### src/design/limit_alert_regs.svh
// register offsets, bit positions and reset values of the limit status and alert block
`ifndef LIMIT_ALERT_REGS_SVH
`define LIMIT_ALERT_REGS_SVH
`define OFS_STATUS_PRI    8'h41
`define OFS_STATUS_SEC    8'h42
`define OFS_MASK_PRI      8'h74
`define OFS_MASK_SEC      8'h75
`define PRI_SUMMARY_BIT   7
`define PRI_REMOTE2_BIT   6
`define PRI_LOCAL_BIT     5
`define PRI_REMOTE1_BIT   4
`define PRI_SUPPLY_BIT    2
`define PRI_V25_BIT       0
`define PRI_USED_MASK     8'h75
`define SEC_USED_MASK     8'hFE
`define MASK_PRI_RESET    8'h00
`define MASK_SEC_RESET    8'h00
`define PIN_SEL_RESET     2'h0
`endif

### src/design/limit_alert_pkg.sv
// types shared by the limit status and alert block
package limit_alert_pkg;
    // one limit comparison result
    typedef struct packed {
        logic       valid;
        logic [7:0] meas;
        logic [7:0] lowLimit;
        logic [7:0] highLimit;
    } limit_cmp_t;
    // fault sources of the second status register, bit 7 down to 1
    typedef struct packed {
        logic diode2Fault;
        logic diode1Fault;
        logic fan4OrTimer;
        logic fan3Slow;
        logic fan2Slow;
        logic fan1Slow;
        logic overtemp;
    } sec_fault_t;
    // register read/write port
    typedef struct packed {
        logic       rd;
        logic       wr;
        logic [7:0] addr;
        logic [7:0] wdata;
    } reg_req_t;
endpackage : limit_alert_pkg

### src/design/limit_status_alert_logic.sv
// sticky limit status flags, alert masks and active-low alert pin selection
`timescale 1ns/10ps
`include "limit_alert_regs.svh"
//
// Contract
// - out-of-limit result after a comparison sets that channel's flag
// - flags stay set; only a read after the fault ends clears them
// - status read clears set flags whose fault is gone, keeps others
// - primary bit 7 reads 1 while any secondary flag is set
// - primary bits 6,5,4,2,0 are remote2, local, remote1, supply, 2.5V
// - secondary bits 7 and 6 flag diode 2 and diode 1 faults
// - secondary bits 4,3,2 flag fans 3,2,1 below minimum speed
// - secondary bit 5 flags fan 4 slow or throttle timer over limit
// - secondary bit 1 flags overtemperature; bit 0 unused
// - alert held low while fault persists and until its register read
// - masks gate only the alert, never the flag setting
// - primary mask bit 7 suppresses alert for all secondary flags
// - primary mask bits 6,5,4,2,0 suppress their primary sources
// - secondary mask bits 7,6 suppress diode 2 and diode 1 faults
// - secondary mask bit 5 suppresses fan 4 or throttle event
// - secondary mask bits 4..1 suppress fans 3,2,1 and overtemp
// - either of two pins can be selected as the alert output
// - host reads status registers over the serial interface
// - high limit violated when above; low limit when at or below
// - alert output disabled after reset until a pin is selected
module limit_status_alert_logic
    import limit_alert_pkg::*;
(
    // clock and reset
    input  wire logic       clk_sys,
    input  wire logic       nrst,
    // comparison results: remote2, local, remote1, supply, 2.5V
    input  wire limit_cmp_t remote2Cmp,
    input  wire limit_cmp_t localCmp,
    input  wire limit_cmp_t remote1Cmp,
    input  wire limit_cmp_t supplyCmp,
    input  wire limit_cmp_t v25Cmp,
    // secondary fault levels from the diode, tach and throttle engines
    input  wire sec_fault_t secFault,
    // register access from the serial interface
    input  wire reg_req_t   regReq,
    output logic [7:0]      regRdata,
    // alert pin selection and the two candidate alert pins
    input  wire logic       alertPinA_en,
    input  wire logic       alertPinB_en,
    output logic            alertPinA_n,
    output logic            alertPinA_oe,
    output logic            alertPinB_n,
    output logic            alertPinB_oe
);

    localparam int NPRI = 5;

    logic [7:0] statusPri_r,  statusPri_nxt;
    logic [7:0] statusSec_r,  statusSec_nxt;
    logic [7:0] maskPri_r,    maskPri_nxt;
    logic [7:0] maskSec_r,    maskSec_nxt;
    logic [7:0] rdata_r,      rdata_nxt;
    logic [1:0] pinSel_r,     pinSel_nxt;
    logic       alert_r,      alert_nxt;
    logic [7:0] faultPri_r,   faultPri_nxt;
    logic [7:0] cmpHitPri;
    logic [7:0] cmpDonePri;
    logic [7:0] secLevel;
    logic [7:0] priView;

    limit_cmp_t cmpArr [NPRI];
    localparam int PRI_POS [NPRI] = '{`PRI_REMOTE2_BIT, `PRI_LOCAL_BIT, `PRI_REMOTE1_BIT,
                                      `PRI_SUPPLY_BIT, `PRI_V25_BIT};

    assign cmpArr[0] = remote2Cmp;
    assign cmpArr[1] = localCmp;
    assign cmpArr[2] = remote1Cmp;
    assign cmpArr[3] = supplyCmp;
    assign cmpArr[4] = v25Cmp;

    // strict above high, at or below low
    function automatic logic outOfLimit(input limit_cmp_t c);
        outOfLimit = (c.meas > c.highLimit) || (c.meas <= c.lowLimit);
    endfunction : outOfLimit

    function automatic logic isRead(input reg_req_t r, input logic [7:0] ofs);
        isRead = r.rd && (r.addr == ofs);
    endfunction : isRead

    // per-channel comparison outcome, placed at its status bit
    genvar g;
    generate
        for (g = 0; g < NPRI; g++) begin : g_cmp
            assign cmpHitPri[PRI_POS[g]]  = cmpArr[g].valid && outOfLimit(cmpArr[g]);
            assign cmpDonePri[PRI_POS[g]] = cmpArr[g].valid;
        end
    endgenerate
    assign cmpHitPri[7]  = 1'b0;
    assign cmpHitPri[3]  = 1'b0;
    assign cmpHitPri[1]  = 1'b0;
    assign cmpDonePri[7] = 1'b0;
    assign cmpDonePri[3] = 1'b0;
    assign cmpDonePri[1] = 1'b0;

    assign secLevel = {secFault, 1'b0};

    // summary bit is live from the secondary flags
    assign priView = (statusPri_r & `PRI_USED_MASK)
                   | ({7'h00, |statusSec_r} << `PRI_SUMMARY_BIT);

    always_comb begin
        faultPri_nxt  = faultPri_r;
        statusPri_nxt = statusPri_r;
        statusSec_nxt = statusSec_r;
        maskPri_nxt   = maskPri_r;
        maskSec_nxt   = maskSec_r;
        pinSel_nxt    = pinSel_r;
        rdata_nxt     = rdata_r;
        // latest comparison verdict per primary channel
        faultPri_nxt = (faultPri_r & ~cmpDonePri) | cmpHitPri;
        // read clears only flags whose fault is gone; new hits win
        if (isRead(regReq, `OFS_STATUS_PRI)) begin
            statusPri_nxt = statusPri_r & faultPri_r;
        end
        if (isRead(regReq, `OFS_STATUS_SEC)) begin
            statusSec_nxt = statusSec_r & secLevel;
        end
        statusPri_nxt = (statusPri_nxt | cmpHitPri) & `PRI_USED_MASK;
        statusSec_nxt = (statusSec_nxt | secLevel) & `SEC_USED_MASK;
        // register writes
        if (regReq.wr && regReq.addr == `OFS_MASK_PRI) begin
            maskPri_nxt = regReq.wdata;
        end else if (regReq.wr && regReq.addr == `OFS_MASK_SEC) begin
            maskSec_nxt = regReq.wdata;
        end
        // read data
        if (isRead(regReq, `OFS_STATUS_PRI)) begin
            rdata_nxt = priView;
        end else if (isRead(regReq, `OFS_STATUS_SEC)) begin
            rdata_nxt = statusSec_r;
        end else if (isRead(regReq, `OFS_MASK_PRI)) begin
            rdata_nxt = maskPri_r;
        end else if (isRead(regReq, `OFS_MASK_SEC)) begin
            rdata_nxt = maskSec_r;
        end else if (regReq.rd) begin
            rdata_nxt = 8'h00;
        end
        pinSel_nxt = {alertPinB_en, alertPinA_en};
        // unmasked flags drive the alert; primary bit 7 gates all secondary
        alert_nxt = (|(statusPri_nxt & ~maskPri_r & `PRI_USED_MASK))
                  | ((|(statusSec_nxt & ~maskSec_r)) & ~maskPri_r[7]);
    end

    always_ff @(posedge clk_sys or negedge nrst) begin
        if (!nrst) begin
            statusPri_r <= 8'h00;
            statusSec_r <= 8'h00;
            faultPri_r  <= 8'h00;
            maskPri_r   <= `MASK_PRI_RESET;
            maskSec_r   <= `MASK_SEC_RESET;
            rdata_r     <= 8'h00;
            pinSel_r    <= `PIN_SEL_RESET;
            alert_r     <= 1'b0;
        end else begin
            statusPri_r <= statusPri_nxt;
            statusSec_r <= statusSec_nxt;
            faultPri_r  <= faultPri_nxt;
            maskPri_r   <= maskPri_nxt;
            maskSec_r   <= maskSec_nxt;
            rdata_r     <= rdata_nxt;
            pinSel_r    <= pinSel_nxt;
            alert_r     <= alert_nxt;
        end
    end

    assign regRdata = rdata_r;

    // open-drain: drive low only while alert is active on a selected pin
    assign alertPinA_n  = 1'b0;
    assign alertPinB_n  = 1'b0;
    assign alertPinA_oe = alert_r & pinSel_r[0];
    assign alertPinB_oe = alert_r & pinSel_r[1];

endmodule : limit_status_alert_logic

### config.mk
export PLATFORM = sky130hd
export DESIGN_NAME = limit_status_alert_logic
export DESIGN_NICKNAME = d
export VERILOG_FILES = /design/src/design/limit_alert_pkg.sv /design/src/design/limit_status_alert_logic.sv
export VERILOG_INCLUDE_DIRS = /design/src /design/src/design
export SDC_FILE = /design/constraint.sdc
export NUM_CORES = 1
export LEC_CHECK = 0
export BUFFER_PORTS_ARGS = -buffer_cell sky130_fd_sc_hd__buf_2
export CAP_MARGIN = 20
export CORE_MARGIN = 4
export CORE_UTILIZATION = 49
export CTS_CLUSTER_SIZE = 40
export DETAILED_ROUTE_END_ITERATION = 12
export PLACE_DENSITY_LB_ADDON = 0.1
export SLEW_MARGIN = 20
export SYNTH_ARGS = -nofsm -noshare
export SYNTH_HDL_FRONTEND = slang
export SYNTH_SLANG_ARGS = --single-unit
### constraint.sdc
create_clock -name clk_sys -period 2.4 [get_ports clk_sys]
set_input_delay 0.36 -clock clk_sys [delete_from_list [all_inputs] [get_ports clk_sys]]
set_output_delay 0.36 -clock clk_sys [all_outputs]
set_load 0.02 [all_outputs]
**Word level (Yosys, flattened, before mapping)**

Cells that the tools add are included.

- Bits of input ports: 154
- Register bits after elaboration: 47
- Word-level logic and storage cells: 68
- Output and inout port bits: 12

- Reduce and logical (&&, ||, !) cells: 21
- Equal/unequal tests: 4
- Bitwise gates (word level): 18
- Muxes and demuxes: 7
- $lt $le $gt $ge: 10

Operators with widths:

| kind | number |
|---|---|
| $mux W8 | 6 |
| $gt A8 B8 Y1 | 5 |
| $le A8 B8 Y1 | 5 |
| $eq A8 B7 Y1 const B | 4 |
| $and A8 B8 Y8 | 3 |
| $and A7 B7 Y7 | 2 |
| $logic_and A1 B1 Y1 | 11 |
| $not A7 Y8 | 1 |
| $not A8 Y8 | 1 |
| $or A7 B8 Y8 | 1 |
| $or A8 B7 Y8 | 1 |
| $or A8 B8 Y8 | 1 |
| $reduce_or A8 Y1 | 1 |
| $mux W7 | 1 |
| $not A7 Y7 | 1 |
| $or A7 B7 Y7 | 1 |
| $reduce_or A7 Y1 | 1 |
| $logic_or A1 B1 Y1 | 5 |
| $reduce_bool A5 Y1 | 1 |
| $reduce_or A5 Y1 | 1 |
| $and A1 B1 Y1 | 3 |
| $not A1 Y1 | 2 |
| $reduce_and A2 Y1 | 1 |
| $or A1 B1 Y1 | 1 |

**Depth between registers and ports, before layout**

Gate-level depths: netlist (run 1).

- Word-level depth: 8
- Mapped depth: 9
- Gate-level depth less buffers: 9

**Worst setup path before layout (run 1)**

No wires, ideal clock.

- Kind: input -> register
- Start point: input regReq[10] (netlist bit)
- End point: register alert_r
- Required time: 2.261 ns
- Arrival: 2.448 ns
- Buffers on the path: 1
- Setup time: 0.139 ns
- Cell stages on the path: 8
- Path slack: -0.187 ns
- Cell sequence: or4b_4 > buf_6 > o31ai_1 > a21oi_1 > o41ai_2 > o221a_2 > o221ai_2 > or4_1

- Cells in the longest elaborated chain, start to end: 8
- Elaborated cells on any way between the ends: 14
- Classes of those cells: eq/ne: 2; mux: 2; bitwise: 6; reduce/logical: 4

Ends and longest elaborated chain:

| what | line | text |
|---|---|---|
| start: declaration | limit_status_alert_logic.sv:41 | `input wire reg_req_t regReq,` |
| $eq A8 B7 Y1 | limit_status_alert_logic.sv:83 | `isRead = r.rd && (r.addr == ofs);` |
| $logic_and A1 B1 Y1 | limit_status_alert_logic.sv:83 |  |
| $mux W8 | limit_status_alert_logic.sv:121 | `` if (isRead(regReq, `OFS_STATUS_SEC)) begin `` |
| $or A8 B8 Y8 | limit_status_alert_logic.sv:125 | `` statusSec_nxt = (statusSec_nxt \| secLevel) & `SEC_USED_MASK; `` |
| $and A8 B8 Y8 | limit_status_alert_logic.sv:147 | `\| ((\|(statusSec_nxt & ~maskSec_r)) & ~maskPri_r[7]);` |
| $reduce_or A8 Y1 | limit_status_alert_logic.sv:147 |  |
| $and A1 B1 Y1 | limit_status_alert_logic.sv:147 |  |
| $or A1 B1 Y1 (*) | limit_status_alert_logic.sv:146 | `` alert_nxt = (\|(statusPri_nxt & ~maskPri_r & `PRI_USED_MASK)) `` |
| via alert_nxt | limit_status_alert_logic.sv:60 | `logic alert_r, alert_nxt;` |
| end signal: assignment | limit_status_alert_logic.sv:168 | `alert_r <= alert_nxt;` |
| end: declaration | limit_status_alert_logic.sv:60 |  |

The timed path passes the listed nets; every way through them passes the cells marked *.
A chain may end at the register's enable or synchronous reset.

**Worst setup path after layout (run 1)**

Ends and elaborated chain as after synthesis.

==> impl_metrics.tcl, run 1 <==
set metrics [dict create \
    status "finished with violations" \
    violations "negative setup slack" \
    antennaDiodeCount 0 \
    io_pins 166 \
    synthFlopType "dfrtp_1" \
    synth_cells 450 \
    cp_top_family "simple AND/OR/NAND/NOR gates" \
    setup_viol_count_final 1 \
    gp_congestion 0.917 \
    ant_nets 0 \
    grt_pass1_wl_um 17000 \
    die_area_um2 9480 \
    dp_hpwl_um 8610 \
    first_pass_iters 5 \
    grt_use_total_pct 21.3 \
    fp.dieW_um 97.4 \
    clkPwrFrac_pct 26.1 \
    yosysUniqueCellTypes 40 \
    r2r_slack_ns 0.38 \
    tightest_slew_ns 0.545 \
    synth_top_area_share_pct 28.1 \
    final_common_cell "buf_2" \
    r2r-end "alert_r" \
    p_sw_uw 545 \
    io_buffers 163 \
    hold_path_class "in -> async" \
    grt_pass1_vias 4034 \
    critPathMaxStageDelay_ns 0.61 \
    crit_end "alert_r" \
    min_period_over_period_pct 103 \
    synth.largest_area_cell "dfrtp_1" \
    numCtsBuffers 5 \
    relSlewSlack_pct 63.7 \
    seq_area_frac_synth_pct 28.1 \
    grt_max_degree 45 \
    area_growth_pct 34.0 \
    multi_input_area_um2 2520 \
    synthArstFlopShare_pct 100 \
    wl_per_cell_um 13.5 \
    grt-ovfl-total 0 \
    critPathCaptureType "flop" \
    die_h_um 97.4 \
    wirelength_um 10100 \
    drt-initial-drc-count 184 \
    crit_path_start "regReq[10]" \
    critical_path_buf_inv_count 1 \
    yosysWarnings 0 \
    core_area_um2 7730 \
    cts_max_path_buffers 2 \
    power_uw 1820 \
    crit_cells 8 \
    startpoint_type "primary input" \
    p_int_uw 1280 \
    crit_arrival_ns 2.64 \
    r2r_cells 7 \
    crit_chain "buf_2, or4b_4, nor4_2, o32ai_1, o41ai_2, o221a_2, o221ai_2, or4_1" \
    final_cell_mix "buf_2 (162), inv_1 (86), ha_1 (80)" \
    drv_slew 0 \
    synth_edf_count 0 \
    antenna_found_initial 0 \
    reg2reg_from "statusSec_r[4]" \
    pwr-share-comb_pct 30.5 \
    fillCellCount 649 \
    setup_tns_ns -0.0690 \
    p_per_area_nw_per_um2 348 \
    h-tree-depth 2 \
    min_period_ns 2.47 \
    grt_setup_unrepaired "true" \
    critPathMaxFanout 5 \
    cp_slowest_cell "or4b_4" \
    timing.final.ws_setup_ns -0.0690 \
    yosys-top-cells-area "dfrtp_1 (28%), ha_1 (26%), inv_1 (8.2%)" \
    seq_area_um2 1100 \
    start_util_pct 50.6 \
    max_freq_ghz 0.405 \
    clock-sinks 44 \
    synth_area_um2 3910 \
    synth_area_per_cell_um2 8.70 \
    via_per_inst 5.29 \
    cts_hold_buffers 0 \
    yosys_register_bits 44 \
    p_leak_uw 0.00292 \
    cts_setup_buffers 0 \
    finalClockSkew_ns 0.00458 \
    drive_above_1_share_pct 36.3 \
    power_frac_seq_pct 43.4 \
    required_ns 2.57 \
    fp-row-count 32 \
    switching_share_pct 29.9 \
    cts_tree "yes" \
    drcViolationCount 0 \
    max_cap_viol_count 0 \
    vias 3982 \
    num-nets-final 884 \
    insertion_delay_ns 0.30 \
    clk_pin_slew_ns 0.08 \
    irDropWorstVdd_mv 0.211 \
    hold_viol 0 \
    cts_root_buf "clkbuf_8" \
    critical_path_class "in -> reg" \
]
through the flow:
stage	instance area (µm²)	hold WS (ns)	instances	util [%]	worst slack, ns
global route	5240	0.0840	753	67.9	-0.159
CTS	5240	0.164	753	67.8	-0.0485
finish	5240	0.0342	753	67.9	-0.0690
floorplan	3950	0.0644	451	-	-0.141
global placement	5110	0.452	744	66.1	-0.327
detailed placement	5110	0.469	744	66.1	-0.417
per-layer routing:
| metal | part of all wire, % | GRT usage (%) |
|---|---|---|
| met4 | 1.5 | 5.64 |
| met3 | 8.7 | 5.46 |
| met5 | 0 | 0 |
| met1 | 42 | 26.0 |
| met2 | 47 | 37.3 |
cell families (layout without fill, tap and decap cells):
kind of cell	after synthesis	count (layout)	share of synthesized area [%]
multiplexers	16	16	4.57
AO/OA/AOI/OAI	107	107	18.4
other	1	2	0.0958
AND/OR/NAND/NOR	109	110	13.8
flip-flops	44	44	28.1
adder cells (fa/ha/maj)	80	80	25.6
buffers and inverters	93	292	9.40
area by class of cell:
type / instances / area share (%)
timing repair buffer: 198 / 20.6
tap: 102 / 2.43
multi-input combinational: 315 / 48.0
sequential: 44 / 21.0
inverter: 86 / 6.16
clock inverter: 2 / 0.191
clock buffer: 6 / 1.57
worst min-delay path by stage:
stage                  from                    endpoint  slack, ns
2_1_floorplan          nrst  asynchronous set/reset pin       0.06
4_1_cts        alertPinA_en                 pinSel_r[0]       0.16
5_1_grt                nrst                maskSec_r[3]       0.08
3_3_place_gp   maskPri_r[3]                 regRdata[3]       0.45
3_5_place_dp   maskPri_r[3]                 regRdata[3]       0.47
6_report               nrst                maskSec_r[3]       0.03
repair_timing:
action	CTS	global route
setup endpoints to repair	1	1
endpoints found under the hold margin	0	0
gates resized for setup	9	0
pin swaps	1	1
gates cloned	1	0
synthesized netlist by cell type, types with 2 or more instances:
cell,n
a2111oi_0,5
a21o_1,8
a21oi_1,42
a222oi_1,6
and2_1,3
buf_4,3
clkbuf_1,3
dfrtp_1,44
ha_1,80
inv_1,86
mux2_2,15
nand2_1,34
nand3_1,6
nand4_1,19
nor2_1,19
nor2b_1,8
nor3_1,9
nor4_1,6
o211ai_1,9
o21a_1,2
o21ai_0,14
o21ba_2,2
o21bai_1,2
o22a_1,3
o31ai_1,4
o41ai_1,4
power groups by stage:
stage / registers (µW) / logic, µW / clock network, µW
global route: 795 / 644 / 522
CTS: 792 / 562 / 483
detailed placement: 806 / 552 / 0
floorplan: 802 / 293 / 0
finish: 792 / 557 / 476
global placement: 806 / 529 / 0
worst register-to-register path, cell delays in order (launching register included):
cell	delay [ns]
dfrtp_1	0.43
o21ba_2	0.23
o41ai_2	0.05
o211ai_1	0.16
o41ai_2	0.24
o221a_2	0.24
o221ai_2	0.08
or4_1	0.47
No activity file was read; power rests on OpenSTA's default activity.
==> run 2: changes to the inputs <==
- CORE_UTILIZATION: 49 -> 53
- clock period: 2.4 -> 2.91 ns (I/O delays scaled with it)
==> impl_metrics.tcl, run 2 (same netlist as run 1, synthesis figures left out) <==
set metrics [dict create \
    cts_setup_buffers 0 \
    tightest_slew_ns 0.936 \
    final_util_pct 68.6 \
    die_area_um2 8820 \
    required_ns 3.08 \
    critPathMaxFanout 11 \
    min_period_ns 2.63 \
    ant_nets 0 \
    start_util_pct 54.2 \
    final_common_cell "buf_2" \
    cts_max_path_buffers 2 \
    reg2reg_from "statusSec_r[4]" \
    whs_ns 0.243 \
    die_h_um 93.9 \
    r2r_cells 7 \
    min_path_cells 1 \
    gp_congestion 0.919 \
    cts-resized-gates 0 \
    numCtsBuffers 5 \
    finalClockSkew_ns 0.00609 \
    core_area_um2 7210 \
    antennaDiodeCount 0 \
    vias 3885 \
    grt_pass1_vias 3817 \
    hold_path_class "in -> reg" \
    via_per_inst 5.40 \
    r2r-end "alert_r" \
    max_cap_viol_count 0 \
    clk_pin_slew_ns 0.08 \
    wl_met2_um 4780 \
    num-nets-final 854 \
    placed_cells 712 \
    cts_root_buf "clkbuf_8" \
    setup_tns_ns 0 \
    min_to "pinSel_r[1]" \
    first_pass_iters 7 \
    startpoint_type "primary input" \
    critical_path_class "in -> reg" \
    critPathCaptureType "flop" \
    fp.dieW_um 93.9 \
    wl_per_cell_um 13.6 \
    min_from "alertPinB_en" \
    grt_max_degree 45 \
    dp_hpwl_um 8450 \
    fp-row-count 31 \
    p_per_area_nw_per_um2 297 \
    drv_slew 0 \
    cts_hold_buffers 0 \
    relSlewSlack_pct 37.6 \
    antenna_found_initial 0 \
    final_cells 720 \
    area_growth_pct 26.5 \
    cts_tree "yes" \
    grt_use_total_pct 22.0 \
    irDropWorstVdd_mv 0.202 \
    grt_pass1_wl_um 15700 \
    io_pins 166 \
    h-tree-depth 2 \
    wl_met3_um 865 \
    wirelength_um 9790 \
    insertion_delay_ns 0.29 \
    hold_viol 0 \
    r2r_slack_ns 0.86 \
    drt-initial-drc-count 240 \
    io_buffers 163 \
    grt_setup_unrepaired "false" \
    drive_above_1_share_pct 32.0 \
    final_cell_mix "buf_2 (163), inv_1 (86), ha_1 (80)" \
    setup_viol_count_final 0 \
    status "finished clean" \
    p_leak_uw 0.00276 \
    grt-ovfl-total 0 \
    top_layer "met4" \
    crit_arrival_ns 2.80 \
    min_period_over_period_pct 90.3 \
    drt-met1-wl_um 3930 \
    clock-sinks 44 \
    max_freq_ghz 0.381 \
    drcViolationCount 0 \
]
## run 2: cell count changes in the layout (fill, tap and decap cells not counted), moves of 2 or more
cell / delta
o41ai_1: +2
nor4_1: +4
nor4_2: -4
o21ai_0: +3
o21ai_1: -3
o41ai_2: -2
buf_4: -30
## run 2: through the flow
| step | setup slack (ns) | area (µm²) | power (µW) |
|---|---|---|---|
| 2_1_floorplan | 0.247 | 3920 | 901 |
| 3_3_place_gp | 0.0961 | 4860 | 1070 |
| 6_report | 0.283 | 4950 | 1470 |
| 4_1_cts | 0.319 | 4950 | 1480 |
| 3_5_place_dp | 0.00688 | 4860 | 1090 |
| 5_1_grt | 0.0759 | 4950 | 1570 |
## run 2: cell type report
| cell class | instances | area (µm²) |
|---|---|---|
| clock inverters | 2 | 10.0 |
| flip-flops and latches | 44 | 1100 |
| well taps | 99 | 124 |
| inverters | 86 | 323 |
| repair buffers | 169 | 861 |
| fillers | 634 | 2260 |
| multi-input cells | 314 | 2450 |
| clock buffers | 6 | 82.6 |
## run 2: how the worst max path moves through the flow
stage | start | end | depth (start not counted)
final | regReq[10] | alert_r | 8
after global routing | regReq[11] | alert_r | 8
after floorplan | regReq[10] | alert_r | 8
after CTS | regReq[10] | alert_r | 8
after global placement | regReq[10] | alert_r | 8
after detailed placement | regReq[10] | alert_r | 8
## run 2: layer usage
layer	track usage [%]	up-vias
met5	0	-
met4	8.42	0
met3	4.09	20
met2	39.4	160
met1	25.9	1759
li1	-	1946
## run 2: power breakdown
part           switching (µW)  total (µW)  internal (µW)  leakage [µW]
logic                     219         429            209       0.00219
clock network             199         389            189     0.0000510
registers                16.5         652            635      0.000519
## run 2: worst max-delay path, cell delays in order
cell and delay [ns]:
buf_2 0.11, or4b_4 0.61, o31ai_1 0.34, a21oi_1 0.13
o41ai_2 0.37, o221a_2 0.25, o221ai_2 0.07, or4_1 0.48
